### src/shared/adc_flag_pkg.sv
// Function
// (RULE_01) range flag high when input is above top tap or below bottom tap
// (RULE_02) range flag clears on the next sample that lies in range
// (RULE_03) while inhibit is asserted every converted data bit is zero
// (RULE_04) zero forcing happens before modulation and before the lane split
// (RULE_05) receiver keeps inhibit released while real sample data is needed
// (RULE_06) each sample reaches a lane 1.5 sample clock cycles after capture
// (RULE_07) lane a changes on rising, lane b on falling half-rate clock edge
// (RULE_08) all outputs are inverted while modulation input is low; the code inverts lane bits and range flags, not the half-rate clock
// (RULE_09) bottom of ten levels is flag with zero bits, top is all ones
// (RULE_10) successive samples alternate between lane a and lane b
package adc_flag_pkg;

  localparam int LEVEL_W = 8;
  localparam int CODE_W  = 3;
  localparam int ADDR_W  = 8;
  localparam int EV_W    = 3;

  // register byte offsets
  localparam logic [ADDR_W-1:0] OFS_CTRL       = 8'h00;
  localparam logic [ADDR_W-1:0] OFS_LADDER     = 8'h04;
  localparam logic [ADDR_W-1:0] OFS_STATUS     = 8'h08;
  localparam logic [ADDR_W-1:0] OFS_INT_STAT   = 8'h0c;
  localparam logic [ADDR_W-1:0] OFS_INT_EN     = 8'h10;
  localparam logic [ADDR_W-1:0] OFS_INT_CLR    = 8'h14;
  localparam logic [ADDR_W-1:0] OFS_SAMPLE_CNT = 8'h18;

  // field positions
  localparam int CTRL_EN_BIT    = 0;
  localparam int LADDER_TOP_LSB = 8;
  localparam int LADDER_BOT_LSB = 0;
  localparam int EV_OVER        = 0;
  localparam int EV_UNDER       = 1;
  localparam int EV_INHIBIT     = 2;
  localparam int ST_INHIBIT     = 0;
  localparam int ST_MOD_HIGH    = 1;
  localparam int ST_OUT_CLK     = 2;
  localparam int ST_FLAG        = 3;
  localparam int ST_BITS_LSB    = 4;

  // values after reset
  localparam logic              CTRL_EN_RST    = 1'b1;
  localparam logic [LEVEL_W-1:0] LADDER_TOP_RST = 8'hc0;
  localparam logic [LEVEL_W-1:0] LADDER_BOT_RST = 8'h40;
  localparam logic [EV_W-1:0]   INT_EN_RST     = 3'h0;

  // code word carried through the output path: {flag, bits}
  localparam int WORD_W = CODE_W + 1;
  localparam logic [CODE_W-1:0] CODE_TOP = 3'h7;
  localparam logic [CODE_W-1:0] CODE_BOT = 3'h0;

  typedef enum logic {LANE_A, LANE_B} lane_t;

endpackage : adc_flag_pkg

### src/hdl/adc_output_flag_inhibit.sv
// The implementer's own choices: the APB slave port and the address map.
`timescale 1ns/1ps
// output side of the flash converter: range flag, inhibit, modulation,
// two lane split with half-rate clock, apb registers and interrupt
module adc_output_flag_inhibit
  import adc_flag_pkg::*;
(
  input  wire logic               pclk,
  input  wire logic               presetn,
  input  wire logic [ADDR_W-1:0]  paddr,
  input  wire logic               psel,
  input  wire logic               penable,
  input  wire logic               pwrite,
  input  wire logic [31:0]        pwdata,
  output logic      [31:0]        prdata,
  output logic                    pready,
  output logic                    pslverr,
  input  wire logic [LEVEL_W-1:0] input_level,
  input  wire logic               sample_clk_pos,
  input  wire logic               sample_clk_neg,
  input  wire logic               inhibit_pos,
  input  wire logic               inhibit_neg,
  input  wire logic               modulation_in_pos,
  input  wire logic               modulation_in_neg,
  output logic [CODE_W-1:0]       lane_a_bits_pos,
  output logic [CODE_W-1:0]       lane_a_bits_neg,
  output logic                    lane_a_range_flag_pos,
  output logic                    lane_a_range_flag_neg,
  output logic [CODE_W-1:0]       lane_b_bits_pos,
  output logic [CODE_W-1:0]       lane_b_bits_neg,
  output logic                    lane_b_range_flag_pos,
  output logic                    lane_b_range_flag_neg,
  output logic                    half_rate_out_clk_pos,
  output logic                    half_rate_out_clk_neg,
  output logic                    irq
);

  ////////////////////////////////////////////////////////////////////////////
  // pin synchronisers

  logic [LEVEL_W-1:0] s_level;
  logic [5:0]         s_ctl;
  logic               s_clk;
  logic               s_inhibit;
  logic               s_mod_high;

  // the level bus is only used at a sample edge, long after it settled
  sync_two_stage #(.W(LEVEL_W)) u_sync_level (
    .pclk     (pclk),
    .presetn  (presetn),
    .async_in (input_level),
    .sync_out (s_level)
  );

  sync_two_stage #(.W(6)) u_sync_ctl (
    .pclk     (pclk),
    .presetn  (presetn),
    .async_in ({sample_clk_pos, sample_clk_neg,
                inhibit_pos, inhibit_neg,
                modulation_in_pos, modulation_in_neg}),
    .sync_out (s_ctl)
  );

  // differential pairs resolved after the second stage
  assign s_clk      = s_ctl[5] & ~s_ctl[4];
  assign s_inhibit  = s_ctl[3] & ~s_ctl[2];     // RULE_03
  assign s_mod_high = s_ctl[1] & ~s_ctl[0];     // RULE_08

  ////////////////////////////////////////////////////////////////////////////
  // sample clock edge detection

  logic clk_d;
  logic clk_rise;
  logic clk_fall;

  always_ff @(posedge pclk or negedge presetn) begin
    if (!presetn) begin
      clk_d <= 1'b0;
    end else begin
      clk_d <= s_clk;
    end
  end

  assign clk_rise = s_clk & ~clk_d;
  assign clk_fall = ~s_clk & clk_d;

  ////////////////////////////////////////////////////////////////////////////
  // registers written by software

  logic               ctrl_en;
  logic [LEVEL_W-1:0] ladder_top;
  logic [LEVEL_W-1:0] ladder_bot;
  logic [EV_W-1:0]    int_en;
  logic               wr_stb;
  logic               setup;
  logic               mapped;

  // a write lands at the edge that samples pready high
  assign wr_stb = psel & penable & pready & pwrite;
  assign setup  = psel & ~penable;

  always_comb begin
    case (paddr)
      OFS_CTRL, OFS_LADDER, OFS_STATUS, OFS_INT_STAT,
      OFS_INT_EN, OFS_INT_CLR, OFS_SAMPLE_CNT: mapped = 1'b1;
      default:                                 mapped = 1'b0;
    endcase
  end

  always_ff @(posedge pclk or negedge presetn) begin
    if (!presetn) begin
      ctrl_en    <= CTRL_EN_RST;
      ladder_top <= LADDER_TOP_RST;
      ladder_bot <= LADDER_BOT_RST;
      int_en     <= INT_EN_RST;
    end else if (wr_stb) begin
      case (paddr)
        OFS_CTRL: begin
          ctrl_en <= pwdata[CTRL_EN_BIT];
        end
        OFS_LADDER: begin
          ladder_top <= pwdata[LADDER_TOP_LSB +: LEVEL_W];
          ladder_bot <= pwdata[LADDER_BOT_LSB +: LEVEL_W];
        end
        OFS_INT_EN: begin
          int_en <= pwdata[EV_W-1:0];
        end
        default: begin
        end
      endcase
    end
  end

  ////////////////////////////////////////////////////////////////////////////
  // conversion core: quantise, flag, force zeros, modulate

  logic                over;
  logic                under;
  logic [CODE_W-1:0]   code;
  logic [WORD_W-1:0]   core_word;
  logic [WORD_W-1:0]   mod_word;

  level_quantizer u_quant (
    .level  (s_level),
    .top    (ladder_top),
    .bottom (ladder_bot),
    .over   (over),
    .under  (under),
    .code   (code)
  );

  // flag follows each sample on its own, so it drops with in-range data
  always_comb begin
    core_word = {over | under, code};           // RULE_01 RULE_02 RULE_09
    if (s_inhibit) begin
      core_word = '0;                           // RULE_03
    end
    // modulation acts on the already forced word, ahead of the split
    mod_word = s_mod_high ? core_word : ~core_word; // RULE_04 RULE_08
  end

  ////////////////////////////////////////////////////////////////////////////
  // latency pipeline: capture on a rise, hold one cycle, launch on a fall

  logic [WORD_W-1:0] stage1;
  logic [WORD_W-1:0] stage2;
  logic              valid1;
  logic              valid2;
  logic [31:0]       sample_cnt;

  always_ff @(posedge pclk or negedge presetn) begin
    if (!presetn) begin
      stage1 <= '0;
      stage2 <= '0;
      valid1 <= 1'b0;
      valid2 <= 1'b0;
    end else if (clk_rise) begin
      stage1 <= mod_word;
      valid1 <= ctrl_en;
      stage2 <= stage1;                         // RULE_06
      valid2 <= valid1;
    end
  end

  // count of converted samples, visible to software
  always_ff @(posedge pclk or negedge presetn) begin
    if (!presetn) begin
      sample_cnt <= '0;
    end else if (clk_rise && ctrl_en) begin
      sample_cnt <= sample_cnt + 32'd1;
    end
  end

  ////////////////////////////////////////////////////////////////////////////
  // two lane split and half-rate clock

  lane_t next_lane;
  logic  out_clk;

  // a new clock level of one is a rising edge, so lane a is due
  assign next_lane = out_clk ? LANE_B : LANE_A;

  always_ff @(posedge pclk or negedge presetn) begin
    if (!presetn) begin
      out_clk               <= 1'b0;
      half_rate_out_clk_pos <= 1'b0;
      half_rate_out_clk_neg <= 1'b1;
    end else if (clk_fall && valid2) begin
      out_clk               <= ~out_clk;        // RULE_10
      half_rate_out_clk_pos <= ~out_clk;
      half_rate_out_clk_neg <= out_clk;
    end
  end

  // lanes and clock move in the same pclk cycle, keeping phase fixed
  always_ff @(posedge pclk or negedge presetn) begin
    if (!presetn) begin
      lane_a_bits_pos       <= '0;
      lane_a_bits_neg       <= '1;
      lane_a_range_flag_pos <= 1'b0;
      lane_a_range_flag_neg <= 1'b1;
      lane_b_bits_pos       <= '0;
      lane_b_bits_neg       <= '1;
      lane_b_range_flag_pos <= 1'b0;
      lane_b_range_flag_neg <= 1'b1;
    end else if (clk_fall && valid2) begin
      case (next_lane)
        LANE_A: begin                           // RULE_07 RULE_10
          lane_a_bits_pos       <= stage2[CODE_W-1:0];
          lane_a_bits_neg       <= ~stage2[CODE_W-1:0];
          lane_a_range_flag_pos <= stage2[CODE_W];
          lane_a_range_flag_neg <= ~stage2[CODE_W];
        end
        LANE_B: begin                           // RULE_07 RULE_10
          lane_b_bits_pos       <= stage2[CODE_W-1:0];
          lane_b_bits_neg       <= ~stage2[CODE_W-1:0];
          lane_b_range_flag_pos <= stage2[CODE_W];
          lane_b_range_flag_neg <= ~stage2[CODE_W];
        end
        default: begin
        end
      endcase
    end
  end

  ////////////////////////////////////////////////////////////////////////////
  // interrupt status, sticky; a new event beats a clear in the same cycle

  logic [EV_W-1:0] int_stat;
  logic [EV_W-1:0] events;
  logic [EV_W-1:0] clr_mask;
  logic [EV_W-1:0] next_int_stat;
  logic            inhibit_d;

  always_ff @(posedge pclk or negedge presetn) begin
    if (!presetn) begin
      inhibit_d <= 1'b0;
    end else begin
      inhibit_d <= s_inhibit;
    end
  end

  always_comb begin
    events              = '0;
    events[EV_OVER]     = clk_rise & ctrl_en & over;
    events[EV_UNDER]    = clk_rise & ctrl_en & under;
    events[EV_INHIBIT]  = s_inhibit & ~inhibit_d;
    clr_mask            = '0;
    if (wr_stb && paddr == OFS_INT_CLR) begin
      clr_mask = pwdata[EV_W-1:0];
    end
    next_int_stat = (int_stat & ~clr_mask) | events;
  end

  always_ff @(posedge pclk or negedge presetn) begin
    if (!presetn) begin
      int_stat <= '0;
      irq      <= 1'b0;
    end else begin
      int_stat <= next_int_stat;
      irq      <= |(next_int_stat & int_en);
    end
  end

  ////////////////////////////////////////////////////////////////////////////
  // apb read side: data prepared in setup, answered in the first access

  logic [31:0] rd_val;

  always_comb begin
    rd_val = '0;
    case (paddr)
      OFS_CTRL: begin
        rd_val[CTRL_EN_BIT] = ctrl_en;
      end
      OFS_LADDER: begin
        rd_val[LADDER_TOP_LSB +: LEVEL_W] = ladder_top;
        rd_val[LADDER_BOT_LSB +: LEVEL_W] = ladder_bot;
      end
      OFS_STATUS: begin
        rd_val[ST_INHIBIT]               = s_inhibit;
        rd_val[ST_MOD_HIGH]              = s_mod_high;
        rd_val[ST_OUT_CLK]               = out_clk;
        rd_val[ST_FLAG]                  = stage2[CODE_W];
        rd_val[ST_BITS_LSB +: CODE_W]    = stage2[CODE_W-1:0];
      end
      OFS_INT_STAT: begin
        rd_val[EV_W-1:0] = int_stat;
      end
      OFS_INT_EN: begin
        rd_val[EV_W-1:0] = int_en;
      end
      OFS_SAMPLE_CNT: begin
        rd_val = sample_cnt;
      end
      default: begin
        rd_val = '0;                            // clear register reads zero
      end
    endcase
  end

  // one fixed wait-free access: pready rises for exactly the access cycle
  always_ff @(posedge pclk or negedge presetn) begin
    if (!presetn) begin
      pready  <= 1'b0;
      pslverr <= 1'b0;
      prdata  <= '0;
    end else if (setup) begin
      pready  <= 1'b1;
      pslverr <= ~mapped;
      prdata  <= (pwrite || !mapped) ? 32'h0000_0000 : rd_val;
    end else begin
      pready  <= 1'b0;
      pslverr <= 1'b0;
    end
  end

endmodule : adc_output_flag_inhibit

### src/hdl/level_quantizer.sv
`timescale 1ns/1ps
// flash style compare of one level against seven ladder taps
module level_quantizer
  import adc_flag_pkg::*;
(
  input  wire logic [LEVEL_W-1:0] level,
  input  wire logic [LEVEL_W-1:0] top,
  input  wire logic [LEVEL_W-1:0] bottom,
  output logic                    over,
  output logic                    under,
  output logic [CODE_W-1:0]       code
);

  logic [LEVEL_W-1:0] span;
  logic [LEVEL_W-1:0] thr [1:7];

  assign span = top - bottom;

  // taps spaced evenly between the two ladder ends
  for (genvar k = 1; k < 8; k++) begin : g_tap
    logic [10:0] prod;
    assign prod   = 11'(span) * 11'(k);
    assign thr[k] = bottom + prod[10:3];
  end

  assign over  = (level > top);                 // RULE_01
  assign under = (level < bottom);              // RULE_01

  // count taps at or below the level; clipped at both ends
  always_comb begin
    code = CODE_BOT;
    for (int k = 1; k < 8; k++) begin
      if (level >= thr[k]) begin
        code = code + 3'd1;
      end
    end
    if (over) begin
      code = CODE_TOP;                          // RULE_09
    end
    if (under) begin
      code = CODE_BOT;                          // RULE_09
    end
  end

endmodule : level_quantizer

### src/hdl/sync_two_stage.sv
`timescale 1ns/1ps
// two flop synchroniser; only the second stage is visible outside
module sync_two_stage #(
  parameter int W = 1
) (
  input  wire logic         pclk,
  input  wire logic         presetn,
  input  wire logic [W-1:0] async_in,
  output logic      [W-1:0] sync_out
);

  logic [W-1:0] meta;

  // first stage feeds only the second stage
  always_ff @(posedge pclk or negedge presetn) begin
    if (!presetn) begin
      meta     <= '0;
      sync_out <= '0;
    end else begin
      meta     <= async_in;
      sync_out <= meta;
    end
  end

endmodule : sync_two_stage

### config.mk
export PLATFORM = sky130hd
export DESIGN_NAME = adc_output_flag_inhibit
export DESIGN_NICKNAME = d
export VERILOG_FILES = /design/src/shared/adc_flag_pkg.sv /design/src/hdl/adc_output_flag_inhibit.sv /design/src/hdl/level_quantizer.sv /design/src/hdl/sync_two_stage.sv
export SDC_FILE = /design/constraint.sdc
export NUM_CORES = 1
export LEC_CHECK = 0
export ABC_AREA = 1
export BUFFER_PORTS_ARGS = -buffer_cell sky130_fd_sc_hd__buf_4
export CAP_MARGIN = 5
export CORE_MARGIN = 4
export CORE_UTILIZATION = 30
export CTS_CLUSTER_SIZE = 12
export DETAILED_ROUTE_END_ITERATION = 10
export HOLD_SLACK_MARGIN = 0.03
export SLEW_MARGIN = 20
export SYNTH_ARGS = -nofsm -noshare
export SYNTH_HDL_FRONTEND = slang
export SYNTH_SLANG_ARGS = --single-unit
### constraint.sdc
create_clock -name pclk -period 10.7 [get_ports pclk]
set_clock_uncertainty 0.15 [all_clocks]
set_input_delay 1.605 -clock pclk [delete_from_list [all_inputs] [get_ports pclk]]
set_output_delay 1.605 -clock pclk [all_outputs]
set_load 0.03 [all_outputs]
# Word-level counts from Yosys, hierarchy flattened
# Index checks and enable logic that the tools add are counted.
[totals] latchBits=0 word_cells=130 rom_bits=0 mem_bits_rw=0 input_bits=59 ff_bits=148 n_memories=0
[classes] muxes=22 bitwise_logic=31 reduce_logical=13 addsub=15 mul=4 eq_ne=6 shift=0 div=0 n_lt_le_gt_ge=9
[ops] op="$ge 8x8->1" n=7
[ops] op="$add 32x1->32 const B" n=1
[ops] op="$mux 32" n=1
[ops] op="$mux 3" n=9
[ops] op="$add 8x8->8" n=3
[ops] op="$eq 8x5->1 const B" n=3
[ops] op="$mul 8x3->11 const B" n=2
[ops] op="$mul 8x2->10 const B" n=2
[ops] op="$pmux 9 s2" n=1
[ops] op="$add 8x7->8" n=2
[ops] op="$eq 8x4->1 const B" n=2
[ops] op="$mux 16" n=1
[ops] op="$add 3x1->3 const B" n=5
[ops] op="$and 1x1->1" n=13
[ops] op="$pmux 4 s3" n=1
[ops] op="$not 1->1" n=11
[ops] op="$pmux 2 s5" n=1
[ops] op="$reduce_and 2->1" n=5
[ops] op="$add 8x5->8" n=1
[ops] op="$add 8x6->8" n=1
[ops] op="$eq 8x3->1 const B" n=1
[ops] op="$gt 8x8->1" n=1
[ops] op="$logic_not 8->1" n=1
[ops] op="$lt 8x8->1" n=1
[ops] op="15 further kinds" n=24

# Logic depth before layout (Yosys ltp)
# Gate-level depths: netlist of run 1.
[logic_depth] depth_word=21 mapped_depth=47 depth_no_buf=47

# Hierarchy
# A second synthesis of run 1 with hierarchy kept.
[unflattened] hier_cells=1478 area_unflattened_um2=12005.3
[by_module_without_submodules] module="adc_output_flag_inhibit" area_per_inst_um2=6213.5 seq_area_each_um2=3019.1 n_inst=1 cells_per_inst=726
[by_module_without_submodules] module="level_quantizer" area_per_inst_um2=5091.1 seq_area_each_um2=0.0 n_inst=1 cells_per_inst=724
[by_module_without_submodules] module="sync_two_stage (u_sync_level)" area_per_inst_um2=400.4 seq_area_each_um2=400.4 n_inst=1 cells_per_inst=16
[by_module_without_submodules] module="sync_two_stage (u_sync_ctl)" area_per_inst_um2=300.3 seq_area_each_um2=300.3 n_inst=1 cells_per_inst=12

# Worst setup path after synthesis of run 1
# Ideal clock, no wire load.
[synth_timing] path_kind="reg2reg" startpoint="reg ladder_bot[1]" endpoint="reg stage1[1]" t_arrival_ns=7.300 setup_time_ns=0.118 setup_slack_ns=3.132 path_stages_with_launch=45 path_buffers=0 path_cell_list="dfrtp_1 -> inv_1 -> ha_1 -> nand3_1 -> nand2_1 -> or2_1 -> nand2_1 -> inv_1 -> ha_1 -> a21oi_1 -> and2_1 -> inv_1 -> nand3_1 -> nand2_1 -> xor2_1 -> ha_1 -> nand2_1 -> o21ai_0 -> [... 9 more ...] -> ha_1 -> or2_2 -> o21a_1 -> ha_1 -> nand2_1 -> nand2_1 -> ha_1 -> or2_2 -> and2_1 -> ha_1 -> nand2_1 -> nand2_1 -> inv_1 -> nand2_1 -> nand2_1 -> nand2_1 -> nand3_1 -> nand2_1"
[synth_via] elab_chain_cells=21 elab_cells_between_ends=38
[synth_lines] item="start, declared" line="adc_output_flag_inhibit.sv:92" source="logic [LEVEL_W-1:0] ladder_bot;"
[synth_lines] item="start signal, assigned" line="adc_output_flag_inhibit.sv:123" source="ladder_bot <= pwdata[LADDER_BOT_LSB +: LEVEL_W];"
[synth_lines] item="branches (longest 17 deep; another with $mul 8x2->10)"
[synth_lines] item="$mux 3 (*)" line="level_quantizer.sv:40" source="if (under) begin"
[synth_lines] item="$mux 4 (*)" line="adc_output_flag_inhibit.sv:155" source="if (s_inhibit) begin"
[synth_lines] item="$not 4->4" line="adc_output_flag_inhibit.sv:159" source="mod_word = s_mod_high ? core_word : ~core_word;"
[synth_lines] item="$mux 4 (*)" line="adc_output_flag_inhibit.sv:159"
[synth_lines] item="end signal, assigned" line="adc_output_flag_inhibit.sv:178" source="stage1 <= mod_word;"
[synth_lines] item="end, declared" line="adc_output_flag_inhibit.sv:165" source="logic [WORD_W-1:0] stage1;"
# Every way passes the cells marked *.
# A chain may end at the register's enable or synchronous reset.

# Final worst setup path of run 1
# Same ends and word-level chain as after synthesis.

==> results of run 1 <==
worst reg2reg max path, delay by kind of cell, from the launching register on:
kind	cells	cell delay, ps
flops	1	530
simple gates	22	2860
fa+ha+maj	8	2580
buf+inv	4	1100
compound gates	5	990
xor+xnor	2	450
worst min-delay path by stage:
| stage | from | endpoint | cells after the start |
|---|---|---|---|
| after global routing | u_sync_level.meta[5]$_DFF_PN0_ | u_sync_level.sync_out[5]$_DFF_PN0_ | 0 |
| after detailed placement | u_sync_ctl.meta[0]$_DFF_PN0_ | u_sync_ctl.sync_out[0]$_DFF_PN0_ | 0 |
| after global placement | u_sync_ctl.meta[1]$_DFF_PN0_ | u_sync_ctl.sync_out[1]$_DFF_PN0_ | 0 |
| after CTS | u_sync_ctl.meta[0]$_DFF_PN0_ | u_sync_ctl.sync_out[0]$_DFF_PN0_ | 0 |
| after floorplan | u_sync_ctl.meta[0]$_DFF_PN0_ | u_sync_ctl.sync_out[0]$_DFF_PN0_ | 0 |
| final | u_sync_ctl.meta[0]$_DFF_PN0_ | u_sync_ctl.sync_out[0]$_DFF_PN0_ | 0 |
sequential cells by signal (all words and copies together) (netlist names), 6 cells and up:
name and cells:
u_sync_ctl.sync_out 6, prdata 32, ladder_bot 8, u_sync_ctl.meta 6, ladder_top 8, sample_cnt 32, u_sync_level.meta 8, u_sync_level.sync_out 8
cells in the final DEF (no fill, tap or decap), types with 8 or more instances in the layout:
master and n:
fa_1 14, o21a_1 12, a21oi_1 97, dfstp_2 13
xnor2_1 22, buf_4 98, inv_1 177, dfrtp_1 135
nor3_1 12, nand2_2 8, nand2_1 238, nand4_1 10
ha_1 155, a22o_1 11, nor2_1 75, xor2_1 73
o22ai_1 10, clkbuf_16 17, o21ai_0 61, nand3_1 62
per-stage QoR:
| step | utilization | hold WS, ps |
|---|---|---|
| finish | 0.357 | 196 |
| floorplan | - | 181 |
| global route | 0.357 | 202 |
| global placement | 0.340 | 184 |
| detailed placement | 0.340 | 185 |
| CTS | 0.357 | 198 |
where the power goes:
| part | leakage, nW | internal, mW | switching [mW] | total (mW) |
|---|---|---|---|---|
| combinational | 4.49 | 0.130 | 0.194 | 0.324 |
| sequential | 1.87 | 0.574 | 0.0170 | 0.591 |
| clock | 0.295 | 0.369 | 0.247 | 0.615 |
| total | 6.66 | 1.07 | 0.458 | 1.53 |
cells by family (layout without fill, tap and decap cells):
kind of cell,Yosys count,count (layout),synth area share
buf+inv,195,313,0.0682
compound gates,224,224,0.122
flops,148,148,0.342
xor+xnor,101,101,0.0876
fa+ha+maj,169,169,0.204
simple gates,435,435,0.176
per-layer routing:
layer / track usage / up-vias / routed length [um]
met3: 0.0259 / 47 / 913
met4: 0.0479 / 0 / 721
met2: 0.258 / 142 / 13700
met1: 0.173 / 4098 / 12000
met5: 0 / - / 0
li1: - / 4433 / -
cell type report:
type                       instances  area, um^2
fill                            3614       22900
timing repair buffer              99         747
inverter                         182         683
clock inverter                    15         180
clock buffer                      17         425
tap                              461         577
sequential                       148        3720
multi-input combinational        929        6410
==> PnR_summary.wiki, run 1 <==
{| class="wikitable"
! Metric !! Value
|-
| Number of input and output port buffers inserted || 95
|-
| Category of cells accounting for the largest share of critical-path delay || simple AND/OR/NAND/NOR gates
|-
| Core box area || approximately 0.036 mm^2
|-
| Number of placed cells counting well taps || roughly 1,800
|-
| Count of non-filler cells in the finished layout || 1,851
|-
| Post-CTS Setup Repair Bufs || 0
|-
| Clock transition at the registers of the reported paths || around 60 ps
|-
| Maximum level of the CTS H-tree || 4
|-
| Worst-Skew Late Latency || approximately 430 ps
|-
| Clock Path Buffers || 2
|-
| Number of nets with antenna violations after detailed routing || 0
|-
| Maximum ir drop on the vdd rail || 0.0850 mV
|-
| Unique masters post-synth || 57
|-
| Transition time at the pin with the least slew margin || approximately 1100 ps
|-
| Launch point of the critical path || ladder_bot[1]$_DFFE_PN0P_
|-
| Setup Total Neg Slack || 0 ps
|-
| DP Worst Slack || ~1900 ps
|-
| Max Freq || 114 MHz
|-
| Setup Crit Path Kind || register to register
|-
| Seq/Total Area, Yosys || 0.342
|-
| Synthesis Warnings || 0
|-
| Routability congestion estimate || between 0.8 and 0.9
|-
| Count of clock tree sinks || approximately 150
|-
| Total half-perimeter wirelength after legalization and detailed placement || 21,100 um
|-
| Proportion of register bits with asynchronous set or reset after synthesis || 1.00
|-
| First-pass GRT wire length || between 40,000 and 50,000 um
|-
| Global-route congestion overflow total || 0
|-
| Number of synthesized register bits || between 100 and 150
|-
| Wirelength per Cell || 14.8 um
|-
| Largest net degree at the start of global routing || 85
|-
| Layout net count || 1,605
|-
| Final instance area || between 0.01 and 0.015 mm^2
|-
| Total Routing Usage GR || 0.144
|-
| Max-capacitance violation count || 0
|-
| Number of design rule violations left after detail routing || 0
|-
| Placed Area || about 0.012 mm^2
|-
| Clock tree from TritonCTS || done
|-
| Largest stage delay, worst path || roughly 650 ps
|-
| Result of the run || finished clean
|-
| Per-cell via count in the routed design || between 4 and 5
|-
| CP endpoint kind || register
|-
| Combined area of all synthesized cells || between 0.01 and 0.015 mm^2
|-
| Number of buffers and inverters on the critical path || 4
|-
| Worst Setup Slack, final || 1960 ps
|-
| Top cells by area in the synthesized netlist || dfrtp_1, ha_1, nand2_1, inv_1, xor2_1
|-
| Dominant synthesized flop cell || dfrtp_1
|-
| Number of rows created at floorplan || just under 70
|-
| CP max FO || 11
|-
| Worst path required time || approximately 11,000 ps
|-
| Worst Setup EP || stage1[1]$_DFFE_PN0P_
|-
| Die extent in y || between 150 and 200 um
|-
| Most used cell, CP || nand2_1
|-
| P per Cell Area || between 100 and 150 mW/mm^2
|-
| Synth Net Count || roughly 1,500
|-
| Setup slack of the most critical reg-to-reg path || 1960 ps
|-
| Tot Pwr || ~1.5 mW
|-
| Starting DRC count in detailed routing || ~340
|-
| Starting utilization of the core area || 0.305
|-
| Setup violations, final || 0
|-
| Master cell of the clock root buffer || clkbuf_16
|-
| Area leader, netlist || dfrtp_1
|-
| Leakage power || 6.66 nW
|-
| Average cell area after synthesis || around 8.5 um^2
|-
| Post-synth EDFFs || 0
|-
| Total of hold buffers inserted after clock tree synthesis || 0
|-
| Vias in the first global route || 8,878
|-
| Ranking of synthesized cells by instance count || nand2_1, inv_1, ha_1
|-
| Total I/O pin count || 112
|-
| Yosys top cell area share || 0.311
|-
| Initial antenna violation count || 0
|-
| Cell at the slowest stage of the critical path || inv_1
|-
| Crit path time final || roughly 8700 ps
|-
| Total stage count of the critical path || 41
|-
| Unrepaired setup endpoints after global routing || no
|-
| Worst r2r src || ladder_bot[1]$_DFFE_PN0P_
|-
| Routed vias || 8,720
|-
| Count of TritonRoute iterations in the first routing pass || 5
|-
| End of the worst register-to-register path || stage1[1]$_DFFE_PN0P_
|-
| # resized after CTS || 0
|-
| Post-Route WL || roughly 27,000 um
|-
| Layout area overhead || 17.2%
|-
| Final max-slew violation count || 0
|-
| Count of mapped cells out of synthesis || between 1,000 and 1,500
|-
| Number of buffers inserted during clock tree synthesis || 17
|-
| Worst min-delay path class || register to register
|-
| Dominant cell by count in the synthesized netlist || nand2_1
|-
| Final clock period utilization by the worst path || 0.817
|-
| Type of origin of the critical path || register
|-
| Hold violation count in the final report || 0
|-
| Share of final-layout standard cells stronger than drive strength 1 || 0.132
|-
| Die Span X || roughly 200 um
|-
| WP data arrival || just under 9000 ps
|-
| Length in cells of the worst reg-to-reg path || 41
|-
| Antenna cell count || 0
|-
| Slew margin rel. || 0.280
|-
| Full die area || about 0.039 mm^2
|}
Note: power is estimated with default switching activity, not from simulation.
==> run 2, diff against run 1 <==
==> constraint.sdc (replaced) <==
create_clock -name pclk -period 8.6 [get_ports pclk]
set_clock_uncertainty 0.15 [all_clocks]
set_input_delay 1.29 -clock pclk [delete_from_list [all_inputs] [get_ports pclk]]
set_output_delay 1.29 -clock pclk [all_outputs]
set_load 0.03 [all_outputs]
==> PnR_summary.wiki, run 2 (synthesis gave the netlist of run 1 again) <==
{| class="wikitable"
! Metric !! Value
|-
| Number of design rule violations left after detail routing || 0
|-
| Maximum level of the CTS H-tree || 4
|-
| Per-cell via count in the routed design || 4.71
|-
| P per Cell Area || around 140 mW/mm^2
|-
| Clock transition at the registers of the reported paths || around 60 ps
|-
| Crit path time final || around 7800 ps
|-
| Most frequent standard cell in the layout excluding fill and tap cells || nand2_1
|-
| Starting utilization of the core area || 0.305
|-
| Commonest non-fill, non-tap cells in the layout || nand2_1, inv_1, ha_1
|-
| Cell Int Power || roughly 1.3 mW
|-
| Setup violations, final || 0
|-
| Routing usage on met2 || 0.259
|-
| Worst-Skew Late Latency || ~420 ps
|-
| Finished Core Util || 0.360
|-
| Antenna cell count || 0
|-
| Placed Area || 0.0123 mm^2
|-
| Setup Total Neg Slack || 0 ps
|-
| Relative contribution of the clock network to total power || 0.379
|-
| Met1 Resource Use GR || 0.180
|-
| Largest stage delay, worst path || about 400 ps
|-
| Cell at the slowest stage of the critical path || fa_1
|-
| CP max FO || 6
|-
| Clock Path Buffers || 2
|-
| Final hold slack || roughly 200 ps
|-
| DP Worst Slack || between 700 and 800 ps
|-
| Maximum ir drop on the vdd rail || around 0.095 mV
|-
| Net switching share of the total power || 0.298
|-
| Core box area || between 0.03 and 0.04 mm^2
|-
| Max-capacitance violation count || 0
|-
| Hold violation count in the final report || 0
|-
| WP data arrival || around 8000 ps
|-
| Fillers || 3,678
|-
| Final max-slew violation count || 0
|-
| Power spent charging and discharging nets || approximately 0.55 mW
|-
| Largest net degree at the start of global routing || approximately 80
|-
| Setup Crit Path Kind || register to register
|-
| Share of power burned in combinational logic || 0.223
|-
| Count of non-filler cells in the finished layout || about 1,900
|-
| Slew margin rel. || 0.281
|-
| Layout net count || 1,623
|-
| Count of clock tree sinks || between 100 and 150
|-
| Number of buffers inserted during clock tree synthesis || 17
|-
| Global routing's busiest layer || met2
|-
| Leakage power || between 6 and 7 nW
|-
| Sequential share of power || 0.398
|-
| Vias in the first global route || 8,820
|-
| Worst min-delay path class || register to register
|-
| Worst Setup Slack, final || ~840 ps
|-
| # resized after CTS || 0
|-
| Initial antenna violation count || 0
|-
| Total I/O pin count || between 100 and 150
|-
| Multi-input logic area || between 0.006 and 0.007 mm^2
|-
| CP endpoint kind || register
|-
| Number of rows created at floorplan || between 60 and 70
|-
| Result of the run || finished clean
|-
| Post-Route WL || roughly 28,000 um
|-
| Starting DRC count in detailed routing || around 440
|-
| Number of placed cells counting well taps || between 1,500 and 2,000
|-
| Final instance area || around 0.013 mm^2
|-
| Max Freq || about 130 MHz
|-
| Die Span X || slightly below 200 um
|-
| Number of input and output port buffers inserted || 95
|-
| Die extent in y || approximately 200 um
|-
| Clock tree from TritonCTS || done
|-
| Wirelength per Cell || ~15 um
|-
| Count of TritonRoute iterations in the first routing pass || 5
|-
| Unrepaired setup endpoints after global routing || no
|-
| Master cell of the clock root buffer || clkbuf_16
|-
| Share of final-layout standard cells stronger than drive strength 1 || 0.142
|-
| Total half-perimeter wirelength after legalization and detailed placement || 21,700 um
|-
| Number of nets with antenna violations after detailed routing || 0
|-
| Tot Pwr || 1.84 mW
|-
| Registers with the highest flip-flop counts || prdata: 32 flops, sample_cnt: 32 flops
|-
| Routed vias || about 8,800
|-
| Worst path required time || slightly below 9000 ps
|-
| First-pass GRT wire length || ~46,000 um
|-
| Global-route congestion overflow total || 0
|-
| Most used cell, CP || nand2_1
|-
| Met3 usage || 0.0206
|-
| Total Routing Usage GR || 0.145
|-
| Routability congestion estimate || 0.844
|-
| Type of origin of the critical path || register
|-
| Transition time at the pin with the least slew margin || approximately 1100 ps
|-
| Final clock period utilization by the worst path || 0.903
|-
| Reg area || 0.00372 mm^2
|-
| Layout area overhead || 18.0%
|-
| Post-CTS Setup Repair Bufs || 0
|-
| Full die area || ~0.039 mm^2
|-
| Total of hold buffers inserted after clock tree synthesis || 0
|}
run 2: changes by cell type in the layout (fill, tap and decap cells not counted):
| cell | delta |
|---|---|
| buf_4 | +18 |
| clkbuf_8 | +3 |
| bufinv_16 | -2 |
| clkinv_4 | -2 |
| inv_6 | -2 |
| clkbuf_1 | +1 |
| clkinvlp_4 | +1 |
| inv_8 | -1 |
run 2: area by class of cell:
type,count,share of cell area
timing repair buffer,117,0.0688
multi-input combinational,929,0.500
sequential,148,0.290
clock inverter,9,0.00634
tap,461,0.0450
clock buffer,21,0.0367
inverter,182,0.0533
run 2: layer usage:
metal  vias up  share of wire
li1       4446              -
met4         0          0.025
met3        39          0.029
met2       125           0.50
met1      4175           0.44
met5         -              0
run 2: power groups by stage:
stage          clock network [mW]  logic [mW]  registers (mW)
3_5_place_dp                    0       0.413           0.747
2_1_floorplan                   0       0.293           0.742
5_1_grt                     0.747       0.479           0.736
4_1_cts                     0.718       0.415           0.735
3_3_place_gp                    0       0.397           0.748
6_report                    0.699       0.410           0.735
run 2: worst paths after layout:
kind / slack (ps) / cells after the start / endpoint / from
max: 840 / 43 / stage1[1]$_DFFE_PN0P_ / ladder_top[0]$_DFFE_PN0P_
min: 200 / 0 / u_sync_level.sync_out[7]$_DFF_PN0_ / u_sync_level.meta[7]$_DFF_PN0_
max reg2reg: 840 / 43 / stage1[1]$_DFFE_PN0P_ / ladder_top[0]$_DFFE_PN0P_
min reg2reg: 200 / 0 / u_sync_level.sync_out[7]$_DFF_PN0_ / u_sync_level.meta[7]$_DFF_PN0_
max in group asynchronous: 6120 / 2 / ladder_top[3]$_DFFE_PN0P_ / presetn
min in group asynchronous: 720 / 1 / u_sync_ctl.meta[5]$_DFF_PN0_ / presetn
run 2: critical path, delay by kind of cell (launching register included):
family | cells | cell delay (ps)
fa+ha+maj | 9 | 2620
simple gates | 19 | 2180
compound gates | 8 | 1260
xor+xnor | 3 | 700
flops | 1 | 380
buf+inv | 4 | 360
